File: config.mk
export PLATFORM = sky130hd
export DESIGN_NAME = bsg_tone_gen
export DESIGN_NICKNAME = d
export VERILOG_FILES = /design/src/shared/bsg_pkg.sv /design/src/rtl/bsg_pin_sync.sv /design/src/rtl/bsg_tick_div.sv /design/src/rtl/bsg_tone_gen.sv
export VERILOG_INCLUDE_DIRS = /design/src /design/src/shared
export SDC_FILE = /design/constraint.sdc
export NUM_CORES = 1
export LEC_CHECK = 0
export BUFFER_PORTS_ARGS = -buffer_cell sky130_fd_sc_hd__buf_2
export CAP_MARGIN = 5
export CORE_MARGIN = 10
export CORE_UTILIZATION = 45
export DETAILED_ROUTE_END_ITERATION = 8
export GPL_TIMING_DRIVEN = 0
export PLACE_DENSITY_LB_ADDON = 0.3
export SYNTH_ARGS = -nofsm -noshare
export SYNTH_HDL_FRONTEND = slang
export SYNTH_SLANG_ARGS = --single-unit
File: constraint.sdc
create_clock -name clock_i -period 2 [get_ports clock_i]
set_input_delay 0.3 -clock clock_i [delete_from_list [all_inputs] [get_ports clock_i]]
set_output_delay 0.3 -clock clock_i [all_outputs]
set_load 0.005 [all_outputs]
File: src/shared/bsg_params.svh
// Register offsets, field positions, reset values and clock figures of the tone generator.
`ifndef BSG_PARAMS_SVH
`define BSG_PARAMS_SVH

// Register offsets on the plain register port.
`define BSG_OFF_TONE_DIV 4'h0
`define BSG_OFF_PORT0_FUNC 4'h1
`define BSG_OFF_CLK_SRC 4'h2
`define BSG_OFF_STATUS 4'h3
`define BSG_OFF_COUNT 4'h4

// Field positions inside the tone divider register.
`define BSG_MATCH_LSB 0
`define BSG_MATCH_MSB 5
`define BSG_SEL_LSB 6
`define BSG_SEL_MSB 7

// Tone pin enable bit inside the port function register.
`define BSG_PIN_EN_BIT 4

// Source select bit inside the clock source register.
`define BSG_SRC_SUB_BIT 0

// Status register bits.
`define BSG_STAT_TONE_BIT 0
`define BSG_STAT_SRC_BIT 1

// Reset values.
`define BSG_MATCH_RST 6'h3f
`define BSG_SEL_RST 2'h0

// Prescaler base ratio for select code 00; each code step doubles it.
`define BSG_PRESCALE_BASE 8'h08

// Extra divide applied to sub-clock edges.
`define BSG_SUB_DIV 8'h80

// Clock rate figures.
`define BSG_CLK_MHZ 50
`define BSG_CLK_PERIOD_NS 20

`endif

File: src/shared/bsg_pkg.sv
// Types shared by the tone generator modules.
`default_nettype none

package bsg_pkg;

    // State of the tick divider.
    typedef struct packed {
        logic [7:0] cnt;
        logic tick;
    } bsg_div_state_t;

    // State of the pin synchroniser.
    typedef struct packed {
        logic s1;
        logic s2;
        logic s3;
        logic level;
        logic rise;
    } bsg_sync_state_t;

    // State of the tone generator top.
    typedef struct packed {
        logic [5:0] match;
        logic [1:0] sel;
        logic pin_en;
        logic src_sub;
        logic [5:0] cnt;
        logic tone;
        logic pin;
        logic [7:0] rdata;
    } bsg_top_state_t;

endpackage

`default_nettype wire

File: src/rtl/bsg_pin_sync.sv
// Three-stage synchroniser with rising edge detection for an outside pin.
`timescale 1ns/1ns
`default_nettype none

module bsg_pin_sync (
    input wire logic clock_i,
    input wire logic reset_i,
    input wire logic pin_i,
    output logic rise_o
);
    import bsg_pkg::*;

    bsg_sync_state_t st_q;
    bsg_sync_state_t st_d;

    // The first stage feeds only the second; the level moves once the last two agree.
    always_comb begin
        st_d = st_q;
        st_d.s1 = pin_i;
        st_d.s2 = st_q.s1;
        st_d.s3 = st_q.s2;
        st_d.rise = 1'b0;
        if (st_q.s2 == st_q.s3) begin
            st_d.level = st_q.s3;
            st_d.rise = st_q.s3 & ~st_q.level;
        end
    end

    // State register.
    always_ff @(posedge clock_i) begin
        if (reset_i) begin
            st_q <= '0;
        end else begin
            st_q <= st_d;
        end
    end

    assign rise_o = st_q.rise;
endmodule

`default_nettype wire

File: src/rtl/bsg_tick_div.sv
// Divider that passes one tick out of every ratio ticks in.
`timescale 1ns/1ns
`default_nettype none

module bsg_tick_div (
    input wire logic clock_i,
    input wire logic reset_i,
    input wire logic clear_i,
    input wire logic tick_i,
    input wire logic [7:0] ratio_i,
    output logic tick_o
);
    import bsg_pkg::*;

    bsg_div_state_t st_q;
    bsg_div_state_t st_d;

    // Count input ticks; the last one of each group of ratio ticks goes out.
    always_comb begin
        st_d = st_q;
        st_d.tick = 1'b0;
        if (clear_i) begin
            st_d.cnt = 8'h00;
        end else if (tick_i) begin
            if (st_q.cnt >= ratio_i - 8'h01) begin
                st_d.cnt = 8'h00;
                st_d.tick = 1'b1;
            end else begin
                st_d.cnt = st_q.cnt + 8'h01;
            end
        end
    end

    // State register.
    always_ff @(posedge clock_i) begin
        if (reset_i) begin
            st_q <= '0;
        end else begin
            st_q <= st_d;
        end
    end

    assign tick_o = st_q.tick;
endmodule

`default_nettype wire

File: src/rtl/bsg_tone_gen.sv
// Programmable square wave tone generator with its register port.
//
// Behaviour
// Tone generator is a 6-bit up-counter, a control register and clock selector.
// Any write to the tone divider register clears the counter to zero.
// Counter steps on each selected source tick until it equals the match value.
// On match the counter clears and the tone output toggles, 50% duty.
// Divider bits 5:0 hold the match value, reset value 3f hex.
// Tone divider register is write-only and reads back as zero.
// Divider bits 7:6 choose the prescaler output clocking the counter.
// Tone frequency is clock over twice prescale ratio times match plus one.
// Select codes give ratios 8, 16, 32, 64; each code halves the tone.
// Sub-clock source adds a further divide by 128 to the tone frequency.
// Software sets the pin enable bit so the shared pin carries the tone.
// Tone flop is low after reset and cleared by each divider write.
`timescale 1ns/1ns
`default_nettype none
`include "bsg_params.svh"

module bsg_tone_gen (
    input wire logic clock_i,
    input wire logic reset_i,
    input wire logic [3:0] addr_i,
    input wire logic [7:0] wdata_i,
    input wire logic write_i,
    input wire logic read_i,
    output logic [7:0] rdata_o,
    input wire logic sub_clock_i,
    input wire logic gpio_bit4_i,
    output logic tone_o,
    output logic port0_bit4_pin_o
);
    import bsg_pkg::*;

    bsg_top_state_t st_q;
    bsg_top_state_t st_d;

    logic wr_tone_div;
    logic wr_port0_func;
    logic wr_clk_src;
    logic sub_rise;
    logic sub_tick;
    logic src_tick;
    logic pre_tick;
    logic [7:0] pre_ratio;

    // Write decode; a divider write also restarts every divider in the chain.
    assign wr_tone_div = write_i && (addr_i == `BSG_OFF_TONE_DIV);
    assign wr_port0_func = write_i && (addr_i == `BSG_OFF_PORT0_FUNC);
    assign wr_clk_src = write_i && (addr_i == `BSG_OFF_CLK_SRC);

    // The sub-clock arrives from its own oscillator, so it is only sampled here.
    bsg_pin_sync u_sub_sync (
        .clock_i(clock_i),
        .reset_i(reset_i),
        .pin_i(sub_clock_i),
        .rise_o(sub_rise)
    );

    // Sub-clock edges are divided by 128 before they reach the prescaler.
    bsg_tick_div u_sub_div (
        .clock_i(clock_i),
        .reset_i(reset_i),
        .clear_i(wr_tone_div),
        .tick_i(sub_rise),
        .ratio_i(`BSG_SUB_DIV),
        .tick_o(sub_tick)
    );

    // Clock selector: every main clock cycle, or the divided sub-clock.
    assign src_tick = st_q.src_sub ? sub_tick : 1'b1;

    // Prescaler ratio doubles with each select code step.
    assign pre_ratio = `BSG_PRESCALE_BASE << st_q.sel;

    // Prescaler whose output clocks the 6-bit counter.
    bsg_tick_div u_prescale (
        .clock_i(clock_i),
        .reset_i(reset_i),
        .clear_i(wr_tone_div),
        .tick_i(src_tick),
        .ratio_i(pre_ratio),
        .tick_o(pre_tick)
    );

    // Next state: register writes, counting, toggling, pin mux and read data.
    always_comb begin
        st_d = st_q;
        st_d.rdata = 8'h00;

        // Divider write stores the fields and restarts from a known phase.
        if (wr_tone_div) begin
            st_d.match = wdata_i[`BSG_MATCH_MSB:`BSG_MATCH_LSB];
            st_d.sel = wdata_i[`BSG_SEL_MSB:`BSG_SEL_LSB];
            st_d.cnt = 6'h00;
            st_d.tone = 1'b0;
        end else if (pre_tick) begin
            // Half period is match plus one prescaled ticks.
            if (st_q.cnt == st_q.match) begin
                st_d.cnt = 6'h00;
                st_d.tone = ~st_q.tone;
            end else begin
                st_d.cnt = st_q.cnt + 6'h01;
            end
        end

        // Port function register holds only the tone pin enable bit.
        if (wr_port0_func) begin
            st_d.pin_en = wdata_i[`BSG_PIN_EN_BIT];
        end

        // Clock source register chooses main clock or sub-clock.
        if (wr_clk_src) begin
            st_d.src_sub = wdata_i[`BSG_SRC_SUB_BIT];
        end

        // The pin carries the tone only while software has enabled it.
        st_d.pin = st_d.pin_en ? st_d.tone : gpio_bit4_i;

        // Read data stand only in the cycle after the read strobe.
        if (read_i) begin
            case (addr_i)
                `BSG_OFF_TONE_DIV: begin
                    st_d.rdata = 8'h00;
                end
                `BSG_OFF_PORT0_FUNC: begin
                    st_d.rdata[`BSG_PIN_EN_BIT] = st_q.pin_en;
                end
                `BSG_OFF_CLK_SRC: begin
                    st_d.rdata[`BSG_SRC_SUB_BIT] = st_q.src_sub;
                end
                `BSG_OFF_STATUS: begin
                    st_d.rdata[`BSG_STAT_TONE_BIT] = st_q.tone;
                    st_d.rdata[`BSG_STAT_SRC_BIT] = st_q.src_sub;
                end
                `BSG_OFF_COUNT: begin
                    st_d.rdata = {2'h0, st_q.cnt};
                end
                default: begin
                    st_d.rdata = 8'h00;
                end
            endcase
        end
    end

    // State register; reset leaves the tone low and the match at its top value.
    always_ff @(posedge clock_i) begin
        if (reset_i) begin
            st_q <= '0;
            st_q.match <= `BSG_MATCH_RST;
            st_q.sel <= `BSG_SEL_RST;
            st_q.tone <= 1'b0;
        end else begin
            st_q <= st_d;
        end
    end

    // All outputs come straight from the state register.
    assign rdata_o = st_q.rdata;
    assign tone_o = st_q.tone;
    assign port0_bit4_pin_o = st_q.pin;
endmodule

`default_nettype wire

# Word level (Yosys, flattened, before mapping)

Cells that the tools add are included.

Bits in registers: 49
Bits of input ports: 18
Output and inout port bits: 10
Word-level logic and storage cells: 63

$add $sub $neg: 4
Order comparisons: 2
Eq/ne operators: 6
Shift operators: 1
Mux-type cells: 14
Bitwise logic cells: 8
Reductions and logical operators: 10

Operator list:

| operator              | number |
|---|---|
| $add A8 B1 Y8 const B | 2 |
| $mux W8               | 2 |
| $reduce_or A3 Y1      | 3 |
| $eq A4 B2 Y1 const B  | 2 |
| $ge A8 B7 Y1 const B  | 1 |
| $ge A8 B8 Y1          | 1 |
| $mux W1               | 8 |
| $shl A4 B2 Y8 const A | 1 |
| $sub A8 B1 Y8 const B | 1 |
| $not A1 Y1            | 7 |
| $add A6 B1 Y6 const B | 1 |
| $eq A6 B6 Y1          | 1 |
| $mux W6               | 1 |
| $reduce_or A2 Y1      | 3 |
| $eq A4 B1 Y1 const B  | 1 |
| $eq A4 B3 Y1 const B  | 1 |
| $logic_not A4 Y1      | 1 |
| $pmux W1 S2           | 2 |
| $logic_and A1 B1 Y1   | 3 |
| $pmux W1 S3           | 1 |
| $and A1 B1 Y1         | 1 |
| $eq A1 B1 Y1          | 1 |

# Longest topological paths before layout

Gate-level depths: netlist of run 1.

Depth after elaboration: 5
Gate-level depth with buffers: 7
Gate-level depth less buffers: 7

# Hierarchy

From an unflattened synthesis of run 1, not the netlist that was laid out.

Cells, all modules: 278
Area, all modules: 2,647.5 um2

By module, submodules not included:

| module       | instances | cells each | area an instance (um2) | sequential area each (um2) |
|---|---|---|---|---|
| bsg_tick_div | 2         | 74         | 685.7                  | 180.2 |
| bsg_tone_gen | 1         | 118        | 1,127.3                | 480.5 |
| bsg_pin_sync | 1         | 12         | 148.9                  | 100.1 |

# Least setup slack after synthesis of run 1

OpenSTA, ideal clock, no wires.

Kind: reg-to-reg
Start point: register st_q[19] in the netlist's numbering
End point: register u_prescale.st_q[1] in the netlist's numbering
Library setup time: 0.065 ns
Arrival: 1.484 ns
Required time: 1.935 ns
Setup slack: 0.451 ns
Cell stages (with the launch flop): 8
Path buffers: 0
Period minus slack after synthesis: 1.549 ns
Cell sequence: dfxtp_1 > nor2_1 > ha_1 > a31o_2 > a21o_1 > a31oi_1 > nand2_1 > nor2_1

Word-level cells in the longest chain between the ends: 4

Ends and longest elaborated chain:

| item                    | RTL line            | source |
|---|---|---|
| start, declared         | bsg_tone_gen.sv:35  | `bsg_top_state_t st_q;` |
| start signal, assigned  | bsg_tone_gen.sv:154 | `st_q <= st_d;` |
| $shl A4 B2 Y8 (no line) | --                  |  |
| $sub A8 B1 Y8           | bsg_tick_div.sv:25  | `if (st_q.cnt >= ratio_i - 8'h01) begin` |
| $ge A8 B8 Y1            | bsg_tick_div.sv:25  |  |
| $mux W8                 | bsg_tick_div.sv:25  |  |
| end signal, assigned    | bsg_tick_div.sv:39  | `st_q <= st_d;` |
| end, declared           | bsg_tick_div.sv:15  | `bsg_div_state_t st_q;` |

No other way between the ends.
A chain may end at the register's enable or synchronous reset.

# Worst setup path in the final report of run 1

Start point: register st_q[19] in the netlist's numbering
End point: register u_prescale.st_q[3] in the netlist's numbering

The elaborated chain is that of the path after synthesis.

==> results.sh, run 1 <==
export IMPL_outcome="finished clean"
export IMPL_clk_path_buf_depth=2
export IMPL_setup_violations=0
export IMPL_cts_tree="done"
export IMPL_track_usage=0.1022
export IMPL_area_growth_pct=13.77
export IMPL_synth_cell_area_um2=2053
export IMPL_drtIter0Drc=82
export IMPL_path_clk_slew_ns=0.09
export IMPL_postRouteAntennaNets=0
export IMPL_coreArea_um2=4384
export IMPL_yosys_cell_count_top_type="dfxtp_1"
export IMPL_worstPathMaxFanout=8
export IMPL_slowest_delay_ns=0.38
export IMPL_crit_required_ns=2.24
export IMPL_crit_chain="nor2_1 > ha_1 > a31o_2 > a21o_1 > a31oi_1 > nand2_1 > nor2_1"
export IMPL_cp_num_cells=7
export IMPL_viasPerCell=4.902
export IMPL_overflow=0
export IMPL_ys_types=39
export IMPL_ys_top_cells_by_count="dfxtp_1, nor2_1, xor2_1"
export IMPL_start_kind="register"
export IMPL_syn_avg_cell_area_um2=9.640
export IMPL_yosys_area_share_simple=0.2358
export IMPL_cp_arrival_ns=1.97
export IMPL_gp_congestion=0.7983
export IMPL_yosysTopAreaCellShare=0.4583
export IMPL_antenna_found_initial=0
export IMPL_final_util=0.5328
export IMPL_fin_crit_sh=0.8617
export IMPL_n_fill_cell=403
export IMPL_placed_cells=289
export IMPL_synth_edf_count=0
export IMPL_clock_fmax_mhz=580.3
export IMPL_synth_fa_ha_area_frac=0.03656
export IMPL_worstRegToRegCells=7
export IMPL_fp_row_count=24
export IMPL_start_util=0.4683
export IMPL_die_x_um=87.55
export IMPL_synthFlopType="dfxtp_1"
export IMPL_cts_root_buf="clkbuf_8"
export IMPL_final_setup_tns_ns=0
export IMPL_worst_path_most_repeated_cell="nor2_1"
export IMPL_crit_type="register to register"
export IMPL_cts_made_buffers=5
export IMPL_finalHoldViolCount=0
export IMPL_vias=1456
export IMPL_muxShareOfSynthArea=0.04449
export IMPL_critical_path_buf_inv_count=0
export IMPL_firstDrtPassIters=4
export IMPL_p_leak_nw=0.9360
export IMPL_min_period_ns=1.723
export IMPL_wl_per_cell_um=12.36
export IMPL_hold_path_class="primary input to register"
export IMPL_cp_top_family="compound AO/OA/AOI/OAI gates"
export IMPL_grt_pass1_wl_um=6368
export IMPL_h_tree_depth=2
export IMPL_grt_max_degree=16
export IMPL_dieArea_um2=7664
export IMPL_drive_gt1_frac=0.2000
export IMPL_synth_xor_area_frac=0.1024
export IMPL_syn_inst=213
export IMPL_cts_resized=0
export IMPL_async_flop_share=0
export IMPL_wl_um=3672
export IMPL_drv_cap=0
export IMPL_postCtsSetupRepairBufs=0
export IMPL_finClkSkew_ns=0.01124
export IMPL_powerDensity_nw_per_um2=711.0
export IMPL_nets=268
export IMPL_synth_warnings=0
export IMPL_die_h_um=87.55
export IMPL_rsz0062_at_grt="no"
export IMPL_diodes=0
export IMPL_synth_top_family_by_area="simple AND/OR/NAND/NOR gates"
export IMPL_layout_cells_non_filler=297
export IMPL_drc=0
export IMPL_portBuffers=23
export IMPL_slew_violations=0
export IMPL_synth_seq_cells=47
export IMPL_hpwl_um=2807
export IMPL_final_area_um2=2336
export IMPL_min_path_cells=2
export IMPL_dpl_instance_area_um2=2237
export IMPL_cts_hold_fix_buffers=0
export IMPL_worstSkewPairLatency_ns=0.31
export IMPL_clock_sinks=47
export IMPL_seq_area_frac_synth=0.4583
export IMPL_multiInputGateArea_um2=1005
export IMPL_worstSetupEndpointType="register"
export IMPL_grt_pass1_vias=1350
export IMPL_cp_slowest_cell="dfxtp_1"
export IMPL_hold_ws_ns=0.1963
export IMPL_vdd_ir_drop_max_mv=0.5165
export IMPL_synth_top_cells_by_area="dfxtp_1, nor2_1, xor2_1, xnor2_1, mux2i_1"
export IMPL_synth_compound_area_frac=0.06642
export IMPL_io_pins=28
export IMPL_register_area_um2=940.9
export IMPL_synth_area_leader_cell="dfxtp_1"
-- cell families (layout without fill, tap and decap cells) --
logic type | after synthesis | count (layout)
compound gates | 18 | 18
buf+inv | 17 | 48
xor+xnor | 24 | 24
mux | 9 | 9
fa+ha+maj | 6 | 6
simple gates | 91 | 91
other cells | 1 | 2
flops | 47 | 47
-- metrics by stage --
step | power, mW | worst slack, ns
detailed placement | 1.076 | 0.2701
global placement | 1.074 | 0.2977
floorplan | 1.040 | 0.4507
global route | 1.734 | 0.06266
finish | 1.661 | 0.2766
CTS | 1.686 | 0.2478
-- final timing paths --
kind	start	to	slack [ns]
min	sub_clock_i	u_sub_sync.st_d[3]$_SDFF_PP0_	0.20
max reg2reg	st_q[19]$_SDFFE_PP0P_	u_prescale.st_q[3]$_SDFFE_PP0N_	0.28
min reg2reg	u_sub_sync.st_d[3]$_SDFF_PP0_	u_sub_sync.st_d[2]$_SDFF_PP0_	0.46
max	st_q[19]$_SDFFE_PP0P_	u_prescale.st_q[3]$_SDFFE_PP0N_	0.28
-- layout make-up --
| class | count | area share |
|---|---|---|
| Clock inverter | 2 | 0.006963 |
| Buffer | 15 | 0.04446 |
| Multi-Input combinational cell | 150 | 0.4301 |
| Tap cell | 52 | 0.02785 |
| Inverter | 2 | 0.003214 |
| Timing Repair Buffer | 23 | 0.04928 |
| Clock buffer | 6 | 0.03535 |
| Sequential cell | 47 | 0.4028 |
-- routing by layer --
layer / vias to the layer above / track usage / part of all wire
li1: 768 / - / -
met1: 647 / 0.1344 / 0.50
met2: 34 / 0.1442 / 0.40
met3: 7 / 0.04085 / 0.081
met4: 0 / 0.04348 / 0.019
met5: - / 0 / 0
-- worst register-to-register path, stage by stage, from the launching register on --
cell and delay [ns]:
dfxtp_1 0.38, nor2_1 0.06, ha_1 0.26, a31o_2 0.23, a21o_1 0.17, a31oi_1 0.21
nand2_1 0.21, nor2_1 0.15
-- state kept, by name, summed over array words and instances, names as in the netlist --
register / cells
u_sub_sync.rise_o: 1
u_sub_sync.st_q: 2
rdata_o: 6
tone_o: 1
u_sub_div.tick_o: 1
u_sub_sync.st_d: 2
st_q: 16
u_prescale.tick_o: 1
port0_bit4_pin_o: 1
u_prescale.st_q: 8
u_sub_div.st_q: 8
-- power by group --
group          switching (mW)  internal (mW)  total (mW)  leakage (nW)
registers              0.0118          0.949       0.961         0.380
logic                  0.0498         0.0427      0.0925         0.508
clock network           0.325          0.282       0.608        0.0474
-- layout by cell type (no fill, tap or decap), drive strengths merged, types with 2 or more instances in the layout --
cell and count:
nor2b 11, ha 6, a211o 6, nor2 36, a21oi 2, and2 4
and3 2, conb 2, clkbuf 9, mux2i 8, xnor2 10, nand2b 5
nand2 12, inv 2, buf 35, nor4 2, a31oi 3, nand4 10
dfxtp 47, xor2 14, nor3 3
(Power assumes the default switching activity.)
==> run 2, diff against run 1 <==
--- a/config.mk
+++ b/config.mk
@@ -15,4 +15,5 @@
 export PLACE_DENSITY_LB_ADDON = 0.3
 export SYNTH_ARGS = -nofsm -noshare
 export SYNTH_HDL_FRONTEND = slang
+export SYNTH_HIERARCHICAL = 1
 export SYNTH_SLANG_ARGS = --single-unit
==> results.sh, run 2 <==
export IMPL_firstDrtPassIters=4
export IMPL_die_x_um=96.71
export IMPL_violations="setup timing"
export IMPL_overflow=0
export IMPL_min_period_ns=2.168
export IMPL_io_pins=28
export IMPL_synth_top_cells_by_area="dfxtp_1, ha_1, xor2_1, xnor2_1, nor2_1"
export IMPL_pwr_share_comb=0.106
export IMPL_yosys_cell_count_top_type="dfxtp_1"
export IMPL_p_seq_frac=0.517
export IMPL_async_flop_share=0
export IMPL_relSlewSlack=0.5893
export IMPL_clock_sinks=47
export IMPL_grt_pass1_wl_um=9190
export IMPL_start_util=0.4721
export IMPL_crit_type="register to register"
export IMPL_start_kind="register"
export IMPL_fp_row_count=27
export IMPL_finClkSkew_ns=0.01051
export IMPL_crit_required_ns=2.18
export IMPL_syn_avg_cell_area_um2=9.524
export IMPL_coreArea_um2=5608
export IMPL_vias=2017
export IMPL_drv_cap=0
export IMPL_drtIter0Drc=72
export IMPL_drive_gt1_frac=0.2057
export IMPL_clk_path_buf_depth=2
export IMPL_synthFlopType="dfxtp_1"
export IMPL_slew_violations=0
export IMPL_wl_per_cell_um=12.31
export IMPL_fin_crit_sh=1.084
export IMPL_top_regs="st_q (16), u_prescale/st_q (8), u_sub_div/st_q (8)"
export IMPL_synth_cell_area_um2=2648
export IMPL_worstSetupEndpointType="register"
export IMPL_viasPerCell=4.780
export IMPL_grt_pass1_vias=2017
export IMPL_cts_tree="done"
export IMPL_ys_types=41
export IMPL_diodes=0
export IMPL_cp_arrival_ns=2.35
export IMPL_clock_fmax_mhz=461.2
export IMPL_dieArea_um2=9352
export IMPL_pre_cts_slack_ns=-0.2226
export IMPL_wl_um=5193
export IMPL_worstSkewPairLatency_ns=0.30
export IMPL_rsz0062_at_grt="yes"
export IMPL_track_usage=0.1138
export IMPL_synth_area_leader_cell="dfxtp_1"
export IMPL_cts_made_buffers=5
export IMPL_gp_congestion=0.7906
export IMPL_ys_top_cells_by_count="dfxtp_1, nor2_1, ha_1"
export IMPL_largest_reg_flops=16
export IMPL_nets=388
export IMPL_finalHoldViolCount=0
export IMPL_hold_ws_ns=0.1983
export IMPL_postRouteAntennaNets=0
export IMPL_path_clk_slew_ns=0.09
export IMPL_sw_frac_of_total=0.2423
export IMPL_synth_edf_count=0
export IMPL_layout_cells_most_common="dfxtp_1"
export IMPL_setup_violations=9
export IMPL_worstMarginPinSlew_ns=0.6114
export IMPL_syn_inst=278
export IMPL_p_leak_nw=1.379
export IMPL_final_util=0.5689
export IMPL_hold_path_class="primary input to register"
export IMPL_regMostFlops="st_q"
export IMPL_p_int_mw=1.414
export IMPL_cts_root_buf="clkbuf_8"
export IMPL_antenna_found_initial=0
export IMPL_seq_area_frac_synth=0.3554
export IMPL_area_growth_pct=20.51
export IMPL_worstPathMaxFanout=8
export IMPL_setup_ws_ns=-0.1683
export IMPL_yosysTopAreaCellShare=0.3554
export IMPL_synth_warnings=6
export IMPL_p_clk_frac=0.378
export IMPL_grt_max_degree=17
export IMPL_finalPower_mw=1.866
export IMPL_outcome="complete, but fails checks"
export IMPL_synth_seq_cells=47
export IMPL_powerDensity_nw_per_um2=584.9
export IMPL_hpwl_um=3979
export IMPL_h_tree_depth=2
export IMPL_drc=0
export IMPL_vdd_ir_drop_max_mv=0.3090
export IMPL_portBuffers=25
export IMPL_die_h_um=96.71
export IMPL_p_switching_mw=0.4521
export IMPL_final_cell_mix="dfxtp_1, nor2_1, conb_1, buf_2, ha_1"
run 2: through the flow:
| step | std cells | TNS (ns) | area, um2 |
|---|---|---|---|
| 2_1_floorplan | 314 | 0 | 2796 |
| 3_3_place_gp | 411 | -1.770 | 3012 |
| 5_1_grt | 422 | -2.729 | 3191 |
| 3_5_place_dp | 411 | -1.837 | 3012 |
| 6_report | 422 | -1.396 | 3191 |
| 4_1_cts | 422 | -1.201 | 3174 |
run 2: cell families after synthesis:
kind of cell	synth area share
AOI/OAI and AO/OA	0.1077
xor gates and xnor gates	0.1257
adders and majority gates	0.09924
buffers and inverters	0.04868
DFF	0.3554
muxes	0.02647
other	0.002837
and+or+nand+nor	0.2339
run 2: power groups by stage:
stage                     registers, mW  clock network [mW]  logic (mW)
final                             0.964               0.705       0.198
after global routing              0.967               0.766       0.229
after detailed placement          0.987                   0       0.189
after global placement            0.986                   0       0.183
after CTS                         0.964               0.727       0.192
after floorplan                   0.983                   0       0.140
run 2: final timing paths:
check / start / endpoint / slack (ns) / cells after the start
max: st_q[18]$_SDFFE_PP0P_ / u_prescale/st_q[4]$_SDFFE_PP0P_ / -0.17 / 9
min: wdata_i[5] / st_q[25]$_SDFFE_PP1P_ / 0.20 / 2
max reg2reg: st_q[18]$_SDFFE_PP0P_ / u_prescale/st_q[4]$_SDFFE_PP0P_ / -0.17 / 9
min reg2reg: u_sub_sync/st_d[3]$_SDFF_PP0_ / u_sub_sync/st_d[2]$_SDFF_PP0_ / 0.43 / 1
run 2: cell type report:
type / instances / area [um2]
fillers: 519 / 2417
multi-input cells: 247 / 1763
flip-flops and latches: 47 / 945.9
repair buffers: 28 / 147.6
plain buffers: 14 / 106.4
well taps: 72 / 90.09
clock buffers: 5 / 68.82
clock inverters: 3 / 46.29
inverters: 6 / 22.52
run 2: worst max-delay path, cell delays in order, from the launching register on:
cell and delay, ns:
dfxtp_2 0.35, nor2b_4 0.14, nor4_4 0.29, nand2_1 0.10, xor2_1 0.15, ha_1 0.29
and3_4 0.20, o2111ai_4 0.12, o211ai_4 0.33, nor2_1 0.08
run 2: routing by layer:
metal  track usage  vias up  routed length (um)
met3       0.02910        9                 185
met1        0.1283      929                2247
met4       0.04961        0                 112
li1              -     1053                   -
met2        0.1968       26                2647
met5             0        -                   0
run 2: repair_timing:
action / in CTS / in global routing
endpoints found under the setup margin: 9 / 9
hold buffers: 0 / 0
pin swaps: 10 / 9
buffers inserted: 3 / 0
resized for setup: 6 / 4
==> run 3, diff against run 2 <==
--- a/config.mk
+++ b/config.mk
@@ -8,6 +8,8 @@
 export LEC_CHECK = 0
 export BUFFER_PORTS_ARGS = -buffer_cell sky130_fd_sc_hd__buf_2
 export CAP_MARGIN = 5
+export CELL_PAD_IN_SITES_DETAIL_PLACEMENT = 0
+export CELL_PAD_IN_SITES_GLOBAL_PLACEMENT = 1
 export CORE_MARGIN = 10
 export CORE_UTILIZATION = 45
 export DETAILED_ROUTE_END_ITERATION = 8
==> results.sh, run 3 (synthesis gave the netlist of run 2 again) <==
export IMPL_coreArea_um2=5608
export IMPL_final_cell_mix="dfxtp_1, nor2_1, conb_1, buf_2, ha_1"
export IMPL_hold_ws_ns=0.2007
export IMPL_firstDrtPassIters=4
export IMPL_pre_cts_slack_ns=-0.2528
export IMPL_cp_arrival_ns=2.32
export IMPL_top_regs="st_q (16), u_prescale/st_q (8), u_sub_div/st_q (8)"
export IMPL_area_growth_pct=20.56
export IMPL_powerDensity_nw_per_um2=552.0
export IMPL_h_tree_depth=2
export IMPL_io_pins=28
export IMPL_finalPower_mw=1.762
export IMPL_crit_required_ns=2.18
export IMPL_path_clk_slew_ns=0.09
export IMPL_diodes=0
export IMPL_die_x_um=96.71
export IMPL_dieArea_um2=9352
export IMPL_fin_crit_sh=1.068
export IMPL_cts_tree="done"
export IMPL_setup_ws_ns=-0.1350
export IMPL_met2_usage=0.1835
export IMPL_worstSkewPairLatency_ns=0.30
export IMPL_cts_hold_fix_buffers=0
export IMPL_cts_root_buf="clkbuf_8"
export IMPL_overflow=0
export IMPL_final_util=0.5692
export IMPL_p_int_mw=1.319
export IMPL_p_seq_frac=0.546
export IMPL_finalHoldViolCount=0
export IMPL_sw_frac_of_total=0.2517
export IMPL_relSlewSlack=0.5861
export IMPL_gp_congestion=0.7760
export IMPL_postRouteAntennaNets=0
export IMPL_start_util=0.4721
export IMPL_rsz0062_at_grt="yes"
export IMPL_grt_pass1_vias=1957
export IMPL_clk_path_buf_depth=2
export IMPL_setup_violations=9
export IMPL_drv_cap=0
export IMPL_worstMarginPinSlew_ns=0.6163
export IMPL_track_usage=0.1082
export IMPL_drc=0
export IMPL_start_kind="register"
export IMPL_cp_top_family="simple AND/OR/NAND/NOR gates"
export IMPL_final_area_um2=3192
export IMPL_viasPerCell=4.774
export IMPL_cts_made_buffers=5
export IMPL_finClkSkew_ns=0.01041
export IMPL_die_h_um=96.71
export IMPL_min_period_ns=2.135
export IMPL_largest_reg_flops=16
export IMPL_worstSetupEndpointType="register"
export IMPL_nets=387
export IMPL_hold_path_class="primary input to register"
export IMPL_top_usage_layer="met2"
export IMPL_drtIter0Drc=25
export IMPL_layout_cells_most_common="dfxtp_1"
export IMPL_hpwl_um=3746
export IMPL_regMostFlops="st_q"
export IMPL_worstPathMaxFanout=8
export IMPL_vias=2010
export IMPL_p_leak_nw=1.372
export IMPL_n_fill_cell=528
export IMPL_grt_use_met3=0.03407
export IMPL_wl_um=4882
export IMPL_portBuffers=25
export IMPL_drive_gt1_frac=0.2063
export IMPL_antenna_found_initial=0
export IMPL_grt_pass1_wl_um=8804
export IMPL_slowest_delay_ns=0.37
export IMPL_clock_fmax_mhz=468.4
export IMPL_cp_slowest_cell="dfxtp_4"
export IMPL_wl_per_cell_um=11.60
export IMPL_p_clk_frac=0.342
export IMPL_critical_path_buf_inv_count=0
export IMPL_outcome="complete, but fails checks"
export IMPL_dpl_instance_area_um2=3012
export IMPL_slew_violations=0
export IMPL_crit_type="register to register"
export IMPL_vdd_ir_drop_max_mv=0.2659
export IMPL_crit_chain="nor2b_4 > nor4_4 > nand2_1 > xor2_1 > ha_1 > and3_4 > o2111ai_4 > o211ai_4 > nor2_1"
export IMPL_clock_sinks=47
export IMPL_grt_max_degree=16
export IMPL_grtUsageMet1=0.1271
export IMPL_violations="setup timing"
export IMPL_pwr_share_comb=0.112
export IMPL_fp_row_count=27
export IMPL_p_switching_mw=0.4435
[run 3: final timing paths]
kind                                                     from                               to  slack (ns)  depth (start not counted)
worst max register to register          st_q[18]$_SDFFE_PP0P_  u_prescale/st_q[8]$_SDFFE_PP0P_       -0.14                          9
worst max-delay path                    st_q[18]$_SDFFE_PP0P_  u_prescale/st_q[8]$_SDFFE_PP0P_       -0.14                          9
worst min register to register  u_sub_sync/st_d[3]$_SDFF_PP0_    u_sub_sync/st_d[2]$_SDFF_PP0_        0.44                          1
worst min-delay path                               wdata_i[1]            st_q[21]$_SDFFE_PP1P_        0.20                          2
[run 3: worst register-to-register path: cells and delay by family, from the launching register on]
| kind | cells | cell delay, ns |
|---|---|---|
| fa+ha+maj | 1 | 0.30 |
| simple gates | 5 | 0.75 |
| flops | 1 | 0.37 |
| compound gates | 2 | 0.45 |
| xor+xnor | 1 | 0.15 |
[run 3: cell type report]
type	instances	area, um2	area share
Clock inverter	2	16.27	0.005096
Timing Repair Buffer	27	143.9	0.04508
Sequential cell	47	948.4	0.2971
Inverter	6	22.52	0.007056
Clock buffer	6	82.58	0.02587
Tap cell	72	90.09	0.02822
Buffer	14	106.4	0.03332
Multi-Input combinational cell	247	1782	0.5582
[run 3: timing repair]
item / in CTS / in global routing
setup buffers: 2 / 0
endpoints found under the setup margin: 9 / 9
pin swaps: 17 / 13
gates resized for setup: 10 / 5
[run 3: per-layer routing]
metal	share of wire	routed length, um
met4	0.0063	31
met1	0.47	2307
met5	0	0
met3	0.040	195
met2	0.48	2348
[run 3: power by group through the flow]
stage | clock (mW) | combinational [mW] | sequential (mW)
finish | 0.603 | 0.197 | 0.963
global route | 0.661 | 0.228 | 0.966
CTS | 0.629 | 0.193 | 0.964
detailed placement | 0 | 0.188 | 0.987
global placement | 0 | 0.186 | 0.986
floorplan | 0 | 0.140 | 0.983
[run 3: through the flow]
stage | cells | TNS, ns
global placement | 411 | -2.016
finish | 421 | -1.041
floorplan | 314 | 0
CTS | 421 | -1.298
global route | 421 | -2.122
detailed placement | 411 | -2.183
